File: src/design/core_timer_pkg.sv
// Constants, field layout and register map of the core up/down timer
package core_timer_pkg;

    localparam int            ADDR_W       = 20;
    localparam int            CNT_W        = 16;
    localparam int            PRESC_W      = 10;

    // Register indexes; byte address is four times the index
    localparam logic [19:0]   CTRL_IDX     = 20'hff42;
    localparam logic [19:0]   CNT_IDX      = 20'hff40;
    localparam logic [19:0]   STAT_IDX     = 20'hff44;
    localparam logic [19:0]   CTRL_ADDR    = {CTRL_IDX[17:0], 2'b00};
    localparam logic [19:0]   CNT_ADDR     = {CNT_IDX[17:0], 2'b00};
    localparam logic [19:0]   STAT_ADDR    = {STAT_IDX[17:0], 2'b00};

    // Control and status field positions
    localparam int            ISEL_LSB     = 0;
    localparam int            MODE_LSB     = 3;
    localparam int            RUN_BIT      = 6;
    localparam int            SWDIR_BIT    = 7;
    localparam int            EXTDIR_BIT   = 8;
    localparam int            OEN_BIT      = 9;
    localparam int            TLATCH_BIT   = 10;
    localparam int            FLAG_BIT     = 0;

    localparam logic [15:0]   CTRL_RST     = 16'h0000;
    localparam logic [15:0]   CNT_RST      = 16'h0000;

    // Timer step is 8 << select cycles
    localparam int            PRESC_BASE   = 3;

    localparam logic [2:0]    MODE_TIMER   = 3'h0;
    localparam logic [2:0]    MODE_COUNTER = 3'h1;
    localparam logic [2:0]    MODE_GATE_LO = 3'h2;
    localparam logic [2:0]    MODE_GATE_HI = 3'h3;
    localparam logic [2:0]    MODE_ENCODER = 3'h6;

    localparam logic [2:0]    EDGE_NONE    = 3'h0;
    localparam logic [2:0]    EDGE_RISE    = 3'h1;
    localparam logic [2:0]    EDGE_FALL    = 3'h2;
    localparam logic [2:0]    EDGE_ANY     = 3'h3;

endpackage

File: src/design/pin_sync_edge.sv
// Two-stage pin synchroniser with edge detection
`timescale 1ns/1ns
`default_nettype none
module pin_sync_edge
(
    input  wire logic pclk,
    input  wire logic presetn,
    input  wire logic pin_async,
    output logic      level,
    output logic      rise,
    output logic      fall
);
    logic meta_ff;
    logic sync_ff;
    logic prev_ff;

    // First stage feeds only the second stage
    always_ff @(posedge pclk or negedge presetn)
    begin
        if (!presetn)
        begin
            meta_ff <= 1'b0;
            sync_ff <= 1'b0;
            prev_ff <= 1'b0;
        end
        else
        begin
            meta_ff <= pin_async;
            sync_ff <= meta_ff;
            prev_ff <= sync_ff;
        end
    end

    assign level = sync_ff;
    assign rise  = sync_ff & ~prev_ff;
    assign fall  = ~sync_ff & prev_ff;
endmodule
`default_nettype wire

File: src/design/core_timer.sv
// Core 16-bit up/down timer with toggle latch, APB register slave
//
// Design decision made here: the APB register port.
`timescale 1ns/1ns
`default_nettype none
module core_timer
    import core_timer_pkg::*;
(
    input  wire logic              pclk,
    input  wire logic              presetn,
    input  wire logic              psel,
    input  wire logic              penable,
    input  wire logic              pwrite,
    input  wire logic [ADDR_W-1:0] paddr,
    input  wire logic [31:0]       pwdata,
    output logic      [31:0]       prdata,
    output logic                   pready,
    output logic                   pslverr,
    input  wire logic              gate_count_pin,
    input  wire logic              direction_pin,
    input  wire logic              port_data_latch,
    input  wire logic              output_pin_port_dir_bit,
    output logic                   toggle_output_pin,
    output logic                   toggle_output_pin_oe,
    output logic                   aux_toggle_state,
    output logic                   aux_wrap_event,
    output logic                   wrap_flag
);
    logic [2:0]         isel_ff;
    logic [2:0]         mode_ff;
    logic               run_ff;
    logic               swdir_ff;
    logic               extdir_ff;
    logic               oen_ff;
    logic               tlatch_ff;
    logic [CNT_W-1:0]   count_ff;
    logic               flag_ff;
    logic [PRESC_W-1:0] presc_ff;
    logic [31:0]        prdata_ff;
    logic               pready_ff;
    logic               pslverr_ff;
    logic               pin_o_ff;
    logic               pin_oe_ff;
    logic               aux_tog_ff;
    logic               aux_evt_ff;

    logic [2:0]         nxt_isel;
    logic [2:0]         nxt_mode;
    logic               nxt_run;
    logic               nxt_swdir;
    logic               nxt_extdir;
    logic               nxt_oen;
    logic               nxt_tlatch;
    logic [CNT_W-1:0]   nxt_count;
    logic               nxt_flag;
    logic [PRESC_W-1:0] nxt_presc;
    logic [31:0]        nxt_prdata;
    logic               nxt_pready;
    logic               nxt_pslverr;
    logic               nxt_pin_o;
    logic               nxt_pin_oe;
    logic               nxt_aux_tog;
    logic               nxt_aux_evt;

    logic a_lvl;
    logic a_rise;
    logic a_fall;
    logic b_lvl;
    logic b_rise;
    logic b_fall;

    logic access;
    logic wr_done;
    logic ctrl_wr;
    logic cnt_wr;
    logic stat_wr;
    logic tick;
    logic gate_act;
    logic step;
    logic down;
    logic wrap;

    // Both pins cross in from outside the clock domain
    pin_sync_edge u_sync_a
    (
        .pclk      (pclk),
        .presetn   (presetn),
        .pin_async (gate_count_pin),
        .level     (a_lvl),
        .rise      (a_rise),
        .fall      (a_fall)
    );

    pin_sync_edge u_sync_b
    (
        .pclk      (pclk),
        .presetn   (presetn),
        .pin_async (direction_pin),
        .level     (b_lvl),
        .rise      (b_rise),
        .fall      (b_fall)
    );

    function automatic logic addr_hit(input logic [ADDR_W-1:0] a,
                                      input logic [19:0]       r);
        addr_hit = (a == r);
    endfunction

    // Edge picker used by counter mode only; encoder mode decodes its own edges
    function automatic logic edge_pick(input logic [2:0] sel,
                                       input logic       e_one,
                                       input logic       e_two);
        case (sel)
            EDGE_RISE: edge_pick = e_one;
            EDGE_FALL: edge_pick = e_two;
            EDGE_ANY:  edge_pick = e_one | e_two;
            default:   edge_pick = 1'b0;
        endcase
    endfunction

    // One wait state: answer comes in the second access cycle
    assign access  = psel & penable;
    assign wr_done = access & pready_ff & pwrite;
    assign ctrl_wr = wr_done & addr_hit(paddr, CTRL_ADDR);
    assign cnt_wr  = wr_done & addr_hit(paddr, CNT_ADDR);
    assign stat_wr = wr_done & addr_hit(paddr, STAT_ADDR);

    // Free-running prescaler; low select bits all ones marks a step
    assign tick = &(presc_ff | ~((10'h001 << (PRESC_BASE + isel_ff))
                                 - 10'h001));

    assign gate_act = (mode_ff == MODE_GATE_LO) ? ~a_lvl : a_lvl;

    always_comb
    begin
        step = 1'b0;
        down = swdir_ff;
        if (extdir_ff)
            down = b_lvl ^ swdir_ff;
        case (mode_ff)
            MODE_TIMER:   step = tick;
            MODE_GATE_LO,
            MODE_GATE_HI: step = tick & gate_act;
            MODE_COUNTER: step = edge_pick(isel_ff, a_rise,
                                           a_fall);
            MODE_ENCODER:
            begin
                // A edge wins when both inputs move together
                if ((isel_ff == EDGE_RISE || isel_ff == EDGE_ANY) &&
                    (a_rise | a_fall))
                begin
                    step = 1'b1;
                    down = a_rise ? b_lvl : ~b_lvl;
                end
                else if ((isel_ff == EDGE_FALL || isel_ff == EDGE_ANY) &&
                         (b_rise | b_fall))
                begin
                    step = 1'b1;
                    down = b_rise ? ~a_lvl : a_lvl;
                end
            end
            default:      step = 1'b0;
        endcase
        step = step & run_ff;
    end

    assign wrap = step & (down ? (count_ff == 16'h0000)
                               : (count_ff == 16'hffff));

    always_comb
    begin
        nxt_presc   = presc_ff + 10'h001;
        nxt_isel    = isel_ff;
        nxt_mode    = mode_ff;
        nxt_run     = run_ff;
        nxt_swdir   = swdir_ff;
        nxt_extdir  = extdir_ff;
        nxt_oen     = oen_ff;
        nxt_tlatch  = tlatch_ff ^ wrap;
        nxt_count   = count_ff;
        nxt_flag    = flag_ff;
        if (step)
            nxt_count = down ? count_ff - 16'h0001
                             : count_ff + 16'h0001;
        // Direction bits take effect on the very next step
        if (ctrl_wr)
        begin
            nxt_isel   = pwdata[ISEL_LSB +: 3];
            nxt_mode   = pwdata[MODE_LSB +: 3];
            nxt_run    = pwdata[RUN_BIT];
            nxt_swdir  = pwdata[SWDIR_BIT];
            nxt_extdir = pwdata[EXTDIR_BIT];
            nxt_oen    = pwdata[OEN_BIT];
            nxt_tlatch = pwdata[TLATCH_BIT];
        end
        if (cnt_wr)
            nxt_count = pwdata[CNT_W-1:0];
        if (stat_wr && pwdata[FLAG_BIT])
            nxt_flag = 1'b0;
        if (wrap)
            nxt_flag = 1'b1;
    end

    always_comb
    begin
        nxt_pready  = access & ~pready_ff;
        nxt_pslverr = 1'b0;
        nxt_prdata  = 32'h0000_0000;
        if (access && !pready_ff)
        begin
            if (addr_hit(paddr, CTRL_ADDR))
                nxt_prdata[TLATCH_BIT:0] = {tlatch_ff, oen_ff, extdir_ff,
                                            swdir_ff, run_ff, mode_ff,
                                            isel_ff};
            else if (addr_hit(paddr, CNT_ADDR))
                nxt_prdata[CNT_W-1:0] = count_ff;
            else if (addr_hit(paddr, STAT_ADDR))
                nxt_prdata[FLAG_BIT] = flag_ff;
            else
                nxt_pslverr = 1'b1;
        end
        // Port latch must be 1 for the toggle state to reach the pin
        nxt_pin_o   = oen_ff ? (tlatch_ff & port_data_latch)
                             : port_data_latch;
        nxt_pin_oe  = output_pin_port_dir_bit;
        nxt_aux_tog = tlatch_ff;
        nxt_aux_evt = wrap;
    end

    always_ff @(posedge pclk or negedge presetn)
    begin
        if (!presetn)
        begin
            isel_ff    <= CTRL_RST[ISEL_LSB +: 3];
            mode_ff    <= CTRL_RST[MODE_LSB +: 3];
            run_ff     <= CTRL_RST[RUN_BIT];
            swdir_ff   <= CTRL_RST[SWDIR_BIT];
            extdir_ff  <= CTRL_RST[EXTDIR_BIT];
            oen_ff     <= CTRL_RST[OEN_BIT];
            tlatch_ff  <= CTRL_RST[TLATCH_BIT];
            count_ff   <= CNT_RST;
            flag_ff    <= 1'b0;
            presc_ff   <= '0;
            prdata_ff  <= 32'h0000_0000;
            pready_ff  <= 1'b0;
            pslverr_ff <= 1'b0;
            pin_o_ff   <= 1'b0;
            pin_oe_ff  <= 1'b0;
            aux_tog_ff <= 1'b0;
            aux_evt_ff <= 1'b0;
        end
        else
        begin
            isel_ff    <= nxt_isel;
            mode_ff    <= nxt_mode;
            run_ff     <= nxt_run;
            swdir_ff   <= nxt_swdir;
            extdir_ff  <= nxt_extdir;
            oen_ff     <= nxt_oen;
            tlatch_ff  <= nxt_tlatch;
            count_ff   <= nxt_count;
            flag_ff    <= nxt_flag;
            presc_ff   <= nxt_presc;
            prdata_ff  <= nxt_prdata;
            pready_ff  <= nxt_pready;
            pslverr_ff <= nxt_pslverr;
            pin_o_ff   <= nxt_pin_o;
            pin_oe_ff  <= nxt_pin_oe;
            aux_tog_ff <= nxt_aux_tog;
            aux_evt_ff <= nxt_aux_evt;
        end
    end

    assign prdata               = prdata_ff;
    assign pready               = pready_ff;
    assign pslverr              = pslverr_ff;
    assign toggle_output_pin    = pin_o_ff;
    assign toggle_output_pin_oe = pin_oe_ff;
    assign aux_toggle_state     = aux_tog_ff;
    assign aux_wrap_event       = aux_evt_ff;
    assign wrap_flag            = flag_ff;

    AST_WRITE_WINS:
    assert property (@(posedge pclk) disable iff (!presetn)
        cnt_wr |=> count_ff == $past(pwdata[CNT_W-1:0]))
        else $error("Count write lost to hardware update");

    AST_HOLD_STOPPED:
    assert property (@(posedge pclk) disable iff (!presetn)
        (!run_ff && !cnt_wr) |=> count_ff == $past(count_ff))
        else $error("Count moved while stopped");

    AST_SW_DIRECTION:
    assert property (@(posedge pclk) disable iff (!presetn)
        (step && !extdir_ff && mode_ff == MODE_TIMER && !cnt_wr)
        |=> count_ff == $past(count_ff) + ($past(swdir_ff) ? 16'hffff
                                                            : 16'h0001))
        else $error("Software direction not followed");

    AST_PRESCALE_GAP:
    assert property (@(posedge pclk) disable iff (!presetn)
        (step && mode_ff == MODE_TIMER && isel_ff == 3'h0 && !ctrl_wr)
        |=> !step [*7])
        else $error("Timer stepped faster than eight cycles");

    AST_WRAP_UP:
    assert property (@(posedge pclk) disable iff (!presetn)
        (step && !down && count_ff == 16'hffff && !cnt_wr)
        |=> count_ff == 16'h0000 && aux_evt_ff)
        else $error("Up wrap missing");

    AST_TOGGLE:
    assert property (@(posedge pclk) disable iff (!presetn)
        (wrap && !ctrl_wr) |=> tlatch_ff != $past(tlatch_ff))
        else $error("Toggle latch did not flip on wrap");

    AST_FLAG_STICKY:
    assert property (@(posedge pclk) disable iff (!presetn)
        wrap |=> flag_ff ##1 (flag_ff || $past(stat_wr)))
        else $error("Wrap flag not set or lost");

    AST_PIN_FOLLOWS:
    assert property (@(posedge pclk) disable iff (!presetn)
        (oen_ff && port_data_latch)
        |=> toggle_output_pin == $past(tlatch_ff))
        else $error("Pin does not show toggle latch");

    AST_AUX_STATE:
    assert property (@(posedge pclk) disable iff (!presetn)
        1'b1 |=> aux_toggle_state == $past(tlatch_ff))
        else $error("Auxiliary toggle state stale");
endmodule
`default_nettype wire

File: config.mk
export PLATFORM = sky130hd
export DESIGN_NAME = core_timer
export DESIGN_NICKNAME = d
export VERILOG_FILES = /design/src/design/core_timer_pkg.sv /design/src/design/pin_sync_edge.sv /design/src/design/core_timer.sv
export SDC_FILE = /design/constraint.sdc
export NUM_CORES = 1
export LEC_CHECK = 0
export ABC_AREA = 1
export BUFFER_PORTS_ARGS = -buffer_cell sky130_fd_sc_hd__buf_2
export CORE_ASPECT_RATIO = 1.75
export CORE_MARGIN = 5
export CORE_UTILIZATION = 55
export CTS_CLUSTER_SIZE = 20
export DETAILED_ROUTE_END_ITERATION = 12
export GPL_TIMING_DRIVEN = 0
export PLACE_DENSITY = 0.81
export RECOVER_POWER = 25
export SLEW_MARGIN = 10
export SYNTH_ARGS = -nofsm -noshare
export SYNTH_HDL_FRONTEND = slang
export SYNTH_SLANG_ARGS = --single-unit
export TNS_END_PERCENT = 20
File: constraint.sdc
create_clock -name pclk -period 3 [get_ports pclk]
set_input_delay 0.3 -clock pclk [delete_from_list [all_inputs] [get_ports pclk]]
set_output_delay 0.3 -clock pclk [all_outputs]
set_load 0.03 [all_outputs]
Word level (Yosys, flattened, before mapping)
Cells that the tools add are included.
{"block": "op_classes", "div": 0, "bitwise": 26, "n_reduce_logical": 13, "mux": 29, "shifts": 1, "addsub": 5, "n_eq_ne": 11, "magnitude_cmp": 0, "mul": 0}
{"operator": "16-bit 2-to-1 mux", "count": 4}
{"operator": "20-bit by 18-bit == test with 1-bit output, second input constant", "count": 3}
{"operator": "1-bit 2-to-1 mux", "count": 20}
{"operator": "16-bit by 1-bit adder with 16-bit output, second input constant", "count": 1}
{"operator": "16-bit == test, second input constant", "count": 1}
{"operator": "16-bit zero test", "count": 1}
{"operator": "16-bit by 1-bit subtractor with 16-bit output, second input constant", "count": 1}
{"operator": "1-bit bitwise AND", "count": 15}
{"operator": "15-bit 2-to-1 mux", "count": 1}
{"operator": "3-bit by 2-bit == test with 1-bit output, second input constant", "count": 4}
{"operator": "11-bit 2-to-1 mux", "count": 1}
{"operator": "10-bit by 1-bit adder with 10-bit output, second input constant", "count": 1}
{"operator": "10-bit inverter", "count": 1}
{"operator": "10-bit OR", "count": 1}
{"operator": "10-bit AND reduction", "count": 1}
{"operator": "1-bit by 4-bit left shift with 10-bit output, first input constant", "count": 1}
{"operator": "10-bit by 1-bit subtractor with 10-bit output, second input constant", "count": 1}
{"operator": "3-bit by 1-bit == test with 1-bit output, second input constant", "count": 2}
{"operator": "5-bit 2-to-1 mux", "count": 1}
{"operator": "1-bit inverter", "count": 5}
{"operator": "2-bit by 3-bit adder with 4-bit output, first input constant", "count": 1}
{"operator": "1-bit logical AND", "count": 4}
{"operator": "1-bit case mux with 4 select lines", "count": 1}
{"operator": "2-bit nonzero test", "count": 2}
{"operator": "other kinds (8)", "count": 11}
{"block": "totals", "ramBits": 0, "reg_bits": 66, "n_memories": 0, "romBits": 0, "latchBits": 0}

Logic depth before layout (Yosys ltp)
Gate-level depths: netlist (run 1).
{"block": "depth", "word_depth": 12, "depth_mapped": 20, "depth_no_buf": 20}

By module
Synthesis (run 1) repeated with hierarchy kept, for this count alone.
{"block": "hier_totals", "hier_cells": 535, "area_unflattened_um2": 4065.1}
{"module": "core_timer", "seq_area_each_um2": 1501.4, "area_per_inst_um2": 3885.0, "cells_each": 521, "n_inst": 1}
{"module": "pin_sync_edge", "seq_area_each_um2": 75.1, "area_per_inst_um2": 90.1, "cells_each": 7, "n_inst": 2}

Least setup slack after synthesis (run 1)
No wires, ideal clock.
{"block": "synth_timing", "path_kind": "register -> register", "startpoint": "reg u_sync_b.sync_ff (netlist: u_sync_b.level)", "endpoint": "reg count_ff[9]", "arrival_time_ps": 2603, "setup_time_ps": 127, "setup_slack_ps": 270, "path_stages_with_launch": 15, "period_less_slack_ps": 2730, "path_cell_list": "dfrtp_1 > ha_1 > nand3b_2 > nand2_1 > nand3_1 > nand2_1 > nand2_2 > ha_1 > a21oi_1 > nor2_1 > o21ai_0 > nand3b_1 > or2_2 > nand3_1 > o211ai_2"}
{"block": "synth_via", "elab_chain_cells": 10}
{"item": "from (decl)", "line": "pin_sync_edge.sv:14", "text": "logic sync_ff;"}
{"item": "from (signal assigned)", "line": "pin_sync_edge.sv:29", "text": "sync_ff <= meta_ff;"}
{"item": "1-bit inverter", "line": "pin_sync_edge.sv:36, core_timer.sv:153"}
{"item": "1-bit bitwise AND", "line": "pin_sync_edge.sv:36", "text": "assign fall = ~sync_ff & prev_ff;"}
{"item": "1-bit OR", "line": "core_timer.sv:156", "text": "(b_rise | b_fall))"}
{"item": "1-bit logical AND", "line": "core_timer.sv:155", "text": "else if ((isel_ff == EDGE_FALL || isel_ff == EDGE_ANY) &&"}
{"item": "1-bit 2-to-1 mux", "line": "core_timer.sv:155"}
{"item": "1-bit 2-to-1 mux", "line": "core_timer.sv:149", "text": "if ((isel_ff == EDGE_RISE || isel_ff == EDGE_ANY) &&"}
{"item": "1-bit 2-to-1 mux", "line": "core_timer.sv:140", "text": "case (mode_ff)"}
{"item": "16-bit 2-to-1 mux", "line": "core_timer.sv:183", "text": "nxt_count = down ? count_ff - 16'h0001"}
{"item": "16-bit 2-to-1 mux", "line": "core_timer.sv:182", "text": "if (step)"}
{"item": "16-bit 2-to-1 mux", "line": "core_timer.sv:196", "text": "if (cnt_wr)"}
{"item": "to (signal assigned)", "line": "core_timer.sv:261", "text": "count_ff <= nxt_count;"}
{"item": "to (decl)", "line": "core_timer.sv:36", "text": "logic [CNT_W-1:0] count_ff;"}
Several ways; a longest one is shown, not always the timed one. The select of a mux whose other input is x is not followed.
A chain may end at the register's enable or synchronous reset.

Final worst setup path (run 1)
{"block": "layout_timing", "startpoint": "reg u_sync_a.sync_ff (netlist: u_sync_a.level)", "endpoint": "reg count_ff[9]"}
{"block": "layout_via", "elab_chain_cells": 9}
{"item": "from (decl)", "line": "pin_sync_edge.sv:14"}
{"item": "from (signal assigned)", "line": "pin_sync_edge.sv:29"}
{"item": "branches (longest 9 deep; another with 1-bit case mux with 4 select lines)"}
Parallel ways; which one is timed is not known. The select of a mux whose other input is x is not followed.

==> results.md, run 1 <==
* Status: finished with violations
* Failing checks: negative setup slack
* Worst R2R Setup Slack at -0.03 ns
* Worst Tran Pin Value at 0.825 ns
* Worst-path clk slew at 0.06 ns
* Leakage at 0.00273 µW
* Vias in the first global route at 4139
* Layout Skew at 0.0102 ns
* TritonCTS clock tree: yes
* Vias at 4034
* CTS root buf: clkbuf_16
* Cell mode on critical path: ha_1
* Syn Std Cell Area at 4270 µm²
* Compound-Gate Fraction of Synth Area at 11.3%
* Final hold violation count at 0
* Initial Util at 56.4%
* Inserted Clock Buffers at 9
* Slew Limit Headroom at 45.0%
* Fin crit share at 101%
* Setup-failing EPs final at 1
* Min cycle time layout at 3.03 ns
* Post-Synth Adder-Cell Area at 5.74%
* Row count at 42
* GRT Residual Overflow at 0
* Yosys warnings at 0
* Seq/Total Area, Yosys at 38.7%
* RSZ-0062 raised after global routing: true
* Delay-heaviest family, CP: simple AND/OR/NAND/NOR gates
* Post-DP HPWL at 9710 µm
* Setup crit end: count_ff[9]
* Crit path cell chain: inv_1 -> ha_1 -> nor3_1 -> a21oi_1 -> nand2_4 -> nand2_8 -> buf_4 -> ha_1 -> a21oi_2 -> nor2_1 -> o21ai_1 -> nand3b_1 -> or2_2 -> nand3_1 -> o211ai_2
* Number of DRC markers in iteration 0 at 337
* Clock Sink Count at 66
* Critical Path Fanout Max at 8
* Power, Total at 2040 µW
* Syn_area_per_cell at 7.97 µm²
* Cells after synthesis at 536
* Most common cell after layout, fill and taps aside: nand2_1
* Setup WS post-layout at -0.0273 ns
* Combinational family with the most area after synthesis: simple AND/OR/NAND/NOR gates
* Max-slew violations at 0
* Core Region at 7570 µm²
* WS Path Type: reg -> reg
* Synthesized flop and latch total at 66
* Fmax at 330 MHz
* Worst path slowest cell: dfrtp_2
* Min Hold Slack at 0.0571 ns
* Setup TNS at -0.0273 ns
* EDFF count, synth at 0
* Simple-Gate Fraction of Synth Area at 30.5%
* R2R depth at 15
* Multiplexer area fraction after synthesis at 0%
* Startpoint type of the worst setup path: register
* Die span in x at 76.6 µm
* Max Cap Viol at 0
* Clock Path Buffers at 2
* Worst r2r src: u_sync_a.level
* Initial antenna violation count at 0
* Xor-xnor portion of the synthesized cell area at 3.28%
* Pwr dens at 386 nW/µm²
* Largest stage delay, worst path at 0.43 ns
* Ys flop type: dfrtp_1
* Async set-reset flop share out of synthesis at 100%
* Share of layout cells above drive strength 1 at 28.1%
* Critical Path Start: u_sync_a.level
* Port Buffer Count at 67
* CTS Hold Bufs at 0
* Global-route usage over all layers at 26.2%
* Largest net degree at the start of global routing at 67
* Fin nets at 714
* Diode count at 0
* H-tree depth at 3
* Placer congestion estimate at 0.977
* Antenna-violating nets left at 0
* Maximum VDD drop at 271 µV
* Vias per cell at 5.56
* DRT Wirelength at 12600 µm
* FF-to-FF End: count_ff[9]
* Most frequent cells in the layout: nand2_1 (130), buf_2 (67), dfrtp_1 (65)
* Area growth, synth to finish at 23.8%
* DIE AREA at 9700 µm²
* CP Data Required Time at 3.22 ns
* DR pass1 iterations at 5
* Skew-Pair Late Insertion Delay at 0.34 ns
* Final routed DRC violation total at 0
* Worst Hold Class: in -> async
* IO Count at 100
* First-pass GRT wire length at 20100 µm
* Endpoint class of the critical path: register
* Worst Path Arrival at 3.24 ns
* Distinct cell type count of the synthesized netlist at 47
* Stages on worst setup path at 15
* Routed WL per cell at 17.3 µm
* Die height at 127 µm
* Critical path buffers and inverters at 2
## cell type report
cell class | count | area, µm²
plain buffers | 24 | 185
clock buffers | 11 | 253
clock inverters | 4 | 27.5
fillers | 613 | 2280
inverters | 68 | 256
multi-input cells | 394 | 2430
flip-flops and latches | 66 | 1650
well taps | 88 | 110
repair buffers | 71 | 368
## cells in the mapped netlist, drive strengths merged (7+ instances only)
cell / instances / area [µm²]
nand2: 144 / 576
inv: 67 / 251
dfrtp: 66 / 1650
nor2: 44 / 193
nand3: 39 / 225
o21ai: 28 / 151
buf: 22 / 178
a21oi: 20 / 104
ha: 18 / 225
nand4: 17 / 119
nor3: 15 / 114
xor2: 14 / 123
o211ai: 9 / 97.6
o32ai: 7 / 61.3
## per-layer routing
metal	part of all wire (%)	vias to the layer above	routed length, µm	track usage (%)
li1	-	1939	-	-
met1	34	1888	4300	26.2
met2	55	162	6940	49.0
met3	5.1	45	642	5.18
met4	5.6	0	704	15.2
met5	0	-	0	0
## registers in the layout (all words and copies together), names as in the netlist, 3 cells and up
| register | count |
|---|---|
| count_ff | 16 |
| isel_ff | 3 |
| mode_ff | 3 |
| prdata | 16 |
| presc_ff | 10 |
## stage by stage
stage	area (µm²)	worst slack, ns	utilization [%]	std cells
after floorplan	4330	0.270	-	551
after global placement	4770	-0.286	63.1	706
after detailed placement	4770	-0.292	63.1	706
after CTS	5160	0.0246	68.3	725
after global routing	5290	-0.238	69.8	726
final	5290	-0.0273	69.8	726
## timing repair
item,CTS,global route
buffers inserted,3,1
gates cloned,1,0
pin swaps,3,3
gates resized for setup,13,22
setup endpoints to repair,6,6
## worst min path at each step
stage | depth (start not counted) | slack [ns] | end
final | 1 | 0.06 | prdata[0]
after global routing | 1 | 0.06 | toggle_output_pin_oe
after CTS | 1 | 0.06 | toggle_output_pin_oe
after detailed placement | 0 | 0.34 | u_sync_a.level
after global placement | 0 | 0.33 | u_sync_b.level
after floorplan | 0 | 0.004 | aux_toggle_state
## power by group
part | internal [µW] | switching (µW)
sequential | 898 | 3.67
clock | 597 | 390
combinational | 50.7 | 100
total | 1550 | 494
## cells by family after synthesis
logic type,count (synthesis)
xor gates and xnor gates,16
AOI/OAI and AO/OA,72
DFF,66
other,1
buffers and inverters,92
adders and majority gates,19
and+or+nand+nor,270
No activity file was read; power rests on OpenSTA's default activity.
==> run 2: changes to the inputs <==
--- a/config.mk
+++ b/config.mk
@@ -9,11 +9,10 @@
 export BUFFER_PORTS_ARGS = -buffer_cell sky130_fd_sc_hd__buf_2
 export CORE_ASPECT_RATIO = 1.75
 export CORE_MARGIN = 5
-export CORE_UTILIZATION = 55
+export CORE_UTILIZATION = 40
 export CTS_CLUSTER_SIZE = 20
 export DETAILED_ROUTE_END_ITERATION = 12
 export GPL_TIMING_DRIVEN = 0
-export PLACE_DENSITY = 0.81
 export RECOVER_POWER = 25
 export SLEW_MARGIN = 10
 export SYNTH_ARGS = -nofsm -noshare
==> results.md, run 2 (synthesis gave the netlist of run 1 again) <==
* Power, Total at 1990 µW (was 2040 µW)
* Diode count at 0 (unchanged)
* Die height at 147 µm (was 127 µm)
* CP Data Required Time at 3.20 ns (was 3.22 ns)
* Area growth, synth to finish at 28.3% (was 23.8%)
* Vias at 3951 (was 4034)
* Clock Path Buffers at 2 (unchanged)
* Port Buffer Count at 67 (unchanged)
* Row count at 50 (was 42)
* Number of DRC markers in iteration 0 at 212 (was 337)
* Non-Filler Instances at 774 (was 726)
* RSZ-0062 raised after global routing: true (unchanged)
* Max Cap Viol at 0 (unchanged)
* Maximum VDD drop at 332 µV (was 271 µV)
* Startpoint type of the worst setup path: register (unchanged)
* Core Region at 10600 µm² (was 7570 µm²)
* Max-slew violations at 0 (unchanged)
* Inserted Clock Buffers at 9 (unchanged)
* Largest net degree at the start of global routing at 36 (was 67)
* Worst Hold Class: in -> reg (was in -> async)
* DIE AREA at 12900 µm² (was 9700 µm²)
* Vias per cell at 5.10 (was 5.56)
* Endpoint class of the critical path: register (unchanged)
* Worst Tran Pin Value at 0.501 ns (was 0.825 ns)
* Placed cell count at 749 (was 706)
* Leakage at 0.00277 µW (was 0.00273 µW)
* Critical Path Fanout Max at 7 (was 8)
* Slew Limit Headroom at 66.6% (was 45.0%)
* GRT Residual Overflow at 0 (unchanged)
* Antenna-violating nets left at 0 (unchanged)
* Worst Path Arrival at 3.10 ns (was 3.24 ns)
* Most frequent cells in the layout: nand2_1 (129), buf_2 (67), dfrtp_1 (64) (was nand2_1 (130), buf_2 (67), dfrtp_1 (65))
* Most common cell after layout, fill and taps aside: nand2_1 (unchanged)
* Crit path cell chain: inv_2 -> ha_1 -> nor3_2 -> a21oi_2 -> nand2_4 -> nand2_8 -> buf_6 -> ha_1 -> a21oi_2 -> nor2_1 -> o21ai_0 -> nand3b_1 -> or2_4 -> nand3_1 -> o211ai_2 (was inv_1 -> ha_1 -> nor3_1 -> a21oi_1 -> nand2_4 -> nand2_8 -> buf_4 -> ha_1 -> a21oi_2 -> nor2_1 -> o21ai_1 -> nand3b_1 -> or2_2 -> nand3_1 -> o211ai_2)
* First-pass GRT wire length at 20500 µm (was 20100 µm)
* Initial Util at 40.4% (was 56.4%)
* Clock Sink Count at 66 (unchanged)
* Initial antenna violation count at 0 (unchanged)
* Fin nets at 721 (was 714)
* Worst path slowest cell: dfrtp_2 (unchanged)
* Skew-Pair Late Insertion Delay at 0.33 ns (was 0.34 ns)
* FILL cells at 1037 (was 613)
* Status: finished clean (was finished with violations)
* Setup-failing EPs final at 0 (was 1)
* Vias in the first global route at 4152 (was 4139)
* Die span in x at 88.1 µm (was 76.6 µm)
* Largest stage delay, worst path at 0.41 ns (was 0.43 ns)
* Min cycle time layout at 2.90 ns (was 3.03 ns)
* Final routed DRC violation total at 0 (unchanged)
* DR pass1 iterations at 4 (was 5)
* DRT Wirelength at 12900 µm (was 12600 µm)
* Post-DP HPWL at 10400 µm (was 9710 µm)
* Share of layout cells above drive strength 1 at 30.3% (was 28.1%)
* H-tree depth at 3 (unchanged)
* Fmax at 345 MHz (was 330 MHz)
* Routed WL per cell at 16.7 µm (was 17.3 µm)
* TritonCTS clock tree: yes (unchanged)
* Global-route usage over all layers at 20.7% (was 26.2%)
* Placer congestion estimate at 0.939 (was 0.977)
* Worst R2R Setup Slack at 0.10 ns (was -0.03 ns)
* IO Count at 100 (unchanged)
* CTS root buf: clkbuf_16 (unchanged)
* Fin crit share at 96.5% (was 101%)
* Pwr dens at 364 nW/µm² (was 386 nW/µm²)
* WS Path Type: reg -> reg (unchanged)
* Final hold violation count at 0 (unchanged)
* Layout Skew at 0.00526 ns (was 0.0102 ns)
* Worst-path clk slew at 0.05 ns (was 0.06 ns)
run 2: cell count changes in the layout (fill, tap and decap cells not counted), sizes merged:
cell | previous run | this run
dlygate4sd3 | 0 | 1
clkinv | 2 | 3
clkinvlp | 3 | 1
buf | 93 | 99
run 2: repair_timing:
action,4_1_cts,5_1_grt
setup endpoints to repair,9,7
hold endpoints to repair,31,0
buffers inserted,4,5
gates cloned,1,0
gates resized for setup,15,36
pin swaps,3,5
hold buffers,1,0
run 2: path summary, 6_finish.rpt:
path                            cells past startpoint              endpoint                    start
worst max-delay path                               15           count_ff[9]           u_sync_a.level
min in group asynchronous                           2            isel_ff[0]                  presetn
worst min register to register                      0        u_sync_a.level         u_sync_a.meta_ff
max in group asynchronous                           3        u_sync_b.level                  presetn
worst max register to register                     15           count_ff[9]           u_sync_a.level
worst min-delay path                                1  toggle_output_pin_oe  output_pin_port_dir_bit
run 2: metal layers:
| layer | part of all wire (%) | vias up | global-route usage (%) |
|---|---|---|---|
| li1 | - | 1949 | - |
| met1 | 36 | 1866 | 21.2 |
| met2 | 55 | 99 | 38.6 |
| met3 | 3.2 | 37 | 3.11 |
| met4 | 5.8 | 0 | 11.1 |
| met5 | 0 | - | 0 |
run 2: through the flow:
stage	area (µm²)	setup WS [ns]	utilization (%)	TNS [ns]	hold WS (ns)
after floorplan	4330	0.270	-	0	0.00441
after global placement	4820	-0.367	45.6	-1.58	0.337
after detailed placement	4850	-0.391	45.8	-1.75	0.279
after CTS	5220	-0.0407	49.4	-0.0762	0.0689
after global routing	5480	-0.0265	51.8	-0.0340	0.0727
final	5480	0.105	51.8	0	0.0756
run 2: cell type report:
class | count | area, µm² | area share [%]
Multi-Input combinational cell | 394 | 2520 | 46.0
Timing Repair Buffer | 78 | 443 | 8.08
Tap cell | 130 | 163 | 2.97
Sequential cell | 66 | 1650 | 30.2
Clock buffer | 11 | 243 | 4.43
Buffer | 24 | 185 | 3.38
Inverter | 68 | 256 | 4.68
Clock inverter | 3 | 17.5 | 0.320
run 2: where the power goes:
group	switching (µW)	internal, µW	leakage [µW]	total [µW]
Combinational	101	54.7	0.00180	156
Sequential	4.74	898	0.000839	903
Clock	367	569	0.000127	935
Total	473	1520	0.00277	1990
run 2: worst max-delay path: cells and delay by family (launching register included):
family / cells / cell delay (ns)
AOI/OAI and AO/OA: 4 / 0.48
adders and majority gates: 2 / 0.51
buffers and inverters: 2 / 0.24
DFF: 1 / 0.41
and+or+nand+nor: 7 / 1.14
==> run 3: changes to the inputs <==
--- a/config.mk
+++ b/config.mk
@@ -17,5 +17,6 @@
 export SLEW_MARGIN = 10
 export SYNTH_ARGS = -nofsm -noshare
 export SYNTH_HDL_FRONTEND = slang
+export SYNTH_HIERARCHICAL = 1
 export SYNTH_SLANG_ARGS = --single-unit
 export TNS_END_PERCENT = 20
==> results.md, run 3 <==
* Status: finished with violations (was finished clean)
* Failing checks: max-capacitance violations, max-slew violations
* Top-count cell post-synth: nand2_1 (unchanged)
* Delay-heaviest family, CP: simple AND/OR/NAND/NOR gates (unchanged)
* Clock Path Buffers at 2 (unchanged)
* H-tree depth at 3 (unchanged)
* Antenna-violating nets left at 0 (unchanged)
* Port Buffer Count at 67 (unchanged)
* Setup-failing EPs final at 0 (unchanged)
* Top cells by count, synth: nand2_1 (120), dfrtp_1 (66), inv_1 (58) (was nand2_1 (134), dfrtp_1 (66), inv_1 (61))
* Critical path buffers and inverters at 5 (was 2)
* Syn Std Cell Area at 4070 µm² (was 4270 µm²)
* Inserted Clock Buffers at 9 (unchanged)
* Vias at 3909 (was 3951)
* Initial Util at 41.0% (was 40.4%)
* Row count at 48 (was 50)
* Endpoint class of the critical path: register (unchanged)
* Fmax at 348 MHz (was 345 MHz)
* Leakage at 0.00267 µW (was 0.00277 µW)
* Worst Path Arrival at 3.10 ns (about the same)
* Vias per cell at 5.10 (about the same)
* Fin crit share at 95.8% (was 96.5%)
* Distinct cell type count of the synthesized netlist at 40 (was 47)
* Synthesized flop and latch total at 66 (unchanged)
* Met1 Resource Use GR at 19.8% (was 21.2%)
* Max-slew violations at 66 (was 0)
* Final hold violation count at 0 (unchanged)
* Startpoint type of the worst setup path: register (unchanged)
* Cell taking the most area after synthesis: dfrtp_1 (unchanged)
* First-pass GRT wire length at 18600 µm (was 20500 µm)
* Die height at 143 µm (was 147 µm)
* Ys flop type: dfrtp_1 (unchanged)
* Yosys warnings at 6 (was 0)
* Layer with the highest usage: met2 (unchanged)
* Maximum VDD drop at 358 µV (was 332 µV)
* DRT Wirelength at 11500 µm (was 12900 µm)
* Crit path cell chain: inv_1 -> nor2_4 -> nor2_2 -> nor2_1 -> a21oi_2 -> nand2_2 -> nand2_4 -> clkinvlp_4 -> buf_12 -> buf_4 -> ha_1 -> nand2_1 -> nor4_1 -> nand2_1 -> nand3_1 -> inv_1 -> nand2_1 -> nand3_1 -> nand2_1 -> nand2_1 (was inv_2 -> ha_1 -> nor3_2 -> a21oi_2 -> nand2_4 -> nand2_8 -> buf_6 -> ha_1 -> a21oi_2 -> nor2_1 -> o21ai_0 -> nand3b_1 -> or2_4 -> nand3_1 -> o211ai_2)
* Final routed DRC violation total at 0 (unchanged)
* Met2 usage at 36.5% (was 38.6%)
* Number of DRC markers in iteration 0 at 182 (was 212)
* Pwr dens at 434 nW/µm² (was 364 nW/µm²)
* Worst path slowest cell: dfrtp_2 (unchanged)
* EDFF count, synth at 0 (unchanged)
* DIE AREA at 12400 µm² (was 12900 µm²)
* Area growth, synth to finish at 28.8% (was 28.3%)
* Cell mode on critical path: nand2_1
* Worst Hold Class: in -> reg (unchanged)
* Clock Sink Count at 66 (unchanged)
* Async set-reset flop share out of synthesis at 100% (unchanged)
* Final core occ at 52.8% (was 51.8%)
* Core Region at 9910 µm² (was 10600 µm²)
* Initial antenna violation count at 0 (unchanged)
* DR pass1 iterations at 4 (unchanged)
* M3 GR Usage at 3.16% (was 3.11%)
* WS Path Type: reg -> reg (unchanged)
* Skew-Pair Late Insertion Delay at 0.34 ns (was 0.33 ns)
* Post-DP HPWL at 9050 µm (was 10400 µm)
* GRT Residual Overflow at 0 (unchanged)
* Worst-path clk slew at 0.06 ns (was 0.05 ns)
* Most common cell after layout, fill and taps aside: nand2_1 (unchanged)
* Cells after synthesis at 535 (was 536)
* Die span in x at 86.2 µm (was 88.1 µm)
* Top cell type's share of synthesized area at 40.6% (was 38.7%)
* Seq/Total Area, Yosys at 40.6% (was 38.7%)
* Placer congestion estimate at 0.964 (was 0.939)
* Syn_area_per_cell at 7.60 µm² (was 7.97 µm²)
* IO Count at 100 (unchanged)
* Global-route usage over all layers at 19.4% (was 20.7%)
* Most frequent cells in the layout: nand2_1 (116), buf_2 (69), dfrtp_1 (64) (was nand2_1 (129), buf_2 (67), dfrtp_1 (64))
* Slew Limit Headroom at -5.65% (was 66.6%)
* Critical Path Fanout Max at 13 (was 7)
* TritonCTS clock tree: yes (unchanged)
* Min cycle time layout at 2.87 ns (was 2.90 ns)
* Vias in the first global route at 3953 (was 4152)
* Largest stage delay, worst path at 0.44 ns (was 0.41 ns)
* CTS root buf: clkbuf_16 (unchanged)
* Layout Skew at 0.00652 ns (was 0.00526 ns)
* Synth top area cells: dfrtp_1 (41%), nand2_1 (11%), nand3_1 (6.5%) (was dfrtp_1 (39%), nand2_1 (12%), inv_1 (5.4%))
* Fin nets at 713 (was 721)
* CP Data Required Time at 3.23 ns (was 3.20 ns)
* Largest net degree at the start of global routing at 66 (was 36)
* Routed WL per cell at 15.0 µm (was 16.7 µm)
* Diode count at 0 (unchanged)
* Worst Tran Pin Value at 1.58 ns (was 0.501 ns)
* Power, Total at 2270 µW (was 1990 µW)
* Max Cap Viol at 1 (was 0)
* Share of layout cells above drive strength 1 at 25.7% (was 30.3%)
==> run 3: metrics by stage <==
| stage | area [µm²] | cells | worst slack [ns] | hold WS (ns) | setup TNS [ns] |
|---|---|---|---|---|---|
| 6_report | 5240 | 766 | 0.125 | 0.0650 | 0 |
| 5_1_grt | 5240 | 766 | -0.0105 | 0.0604 | -0.0163 |
| 4_1_cts | 5070 | 764 | 0.00162 | 0.0586 | 0 |
| 3_5_place_dp | 4640 | 743 | -0.424 | 0.103 | -2.91 |
| 3_3_place_gp | 4610 | 742 | -0.381 | 0.333 | -2.19 |
| 2_1_floorplan | 4120 | 550 | 0.261 | 0.00441 | 0 |
==> run 3: repair_timing <==
action | in CTS | in global routing
endpoints found under the setup margin | 11 | 10
hold endpoints to repair | 11 | 0
resized for setup | 8 | 38
pin swaps | 1 | 5
hold buffers | 1 | 0
setup buffers | 4 | 2
==> run 3: area by class of cell <==
type / count / area, µm²
inverter: 62 / 236
tap: 125 / 156
multi-input combinational: 397 / 2250
timing repair buffer: 75 / 407
sequential: 66 / 1650
clock buffer: 10 / 239
fill: 1003 / 4670
buffer: 25 / 184
clock inverter: 6 / 113
==> run 3: worst paths after layout <==
check	slack, ns	from	cells past startpoint	to
setup / recovery	0.13	u_sync_a/level	20	count_ff[15]
hold / removal	0.07	gate_count_pin	1	u_sync_a/meta_ff
setup reg to reg	0.13	u_sync_a/level	20	count_ff[15]
hold reg to reg	0.35	u_sync_b/meta_ff	0	u_sync_b/level
max in group asynchronous	0.89	presetn	3	u_sync_a/level
min in group asynchronous	0.28	presetn	2	pready
==> run 3: where the power goes <==
group	internal, µW	switching, µW	total, µW	leakage [µW]
Clock	836	395	1230	0.000173
Combinational	48.4	91.9	140	0.00166
Sequential	898	4.55	903	0.000839
==> run 3: kinds of logic (layout without fill, tap and decap cells) <==
| family | Yosys count | in the layout | share of synthesized area, % |
|---|---|---|---|
| AND/OR/NAND/NOR | 273 | 273 | 30.1 |
| buffers and inverters | 87 | 178 | 10.2 |
| AO/OA/AOI/OAI | 77 | 77 | 10.5 |
| flip-flops | 66 | 66 | 40.6 |
| adder cells (fa/ha/maj) | 16 | 16 | 5.11 |
| XOR/XNOR | 14 | 14 | 3.02 |
| other | 1 | 16 | 0.0922 |
| multiplexers | 1 | 1 | 0.277 |
==> run 3: per-layer routing <==
layer | vias up | wire length (µm) | part of all wire (%)
li1 | 1930 | - | -
met1 | 1846 | 4050 | 35
met2 | 97 | 6450 | 56
met3 | 36 | 443 | 3.9
met4 | 0 | 522 | 4.6
met5 | - | 0 | 0
==> run 3: worst register-to-register path: cells and delay by family, from the launching register on <==
| family | cells | cell delay (ns) |
|---|---|---|
| AND/OR/NAND/NOR | 13 | 1.27 |
| flip-flops | 1 | 0.44 |
| adder cells (fa/ha/maj) | 1 | 0.32 |
| buffers and inverters | 5 | 0.61 |
| AO/OA/AOI/OAI | 1 | 0.14 |
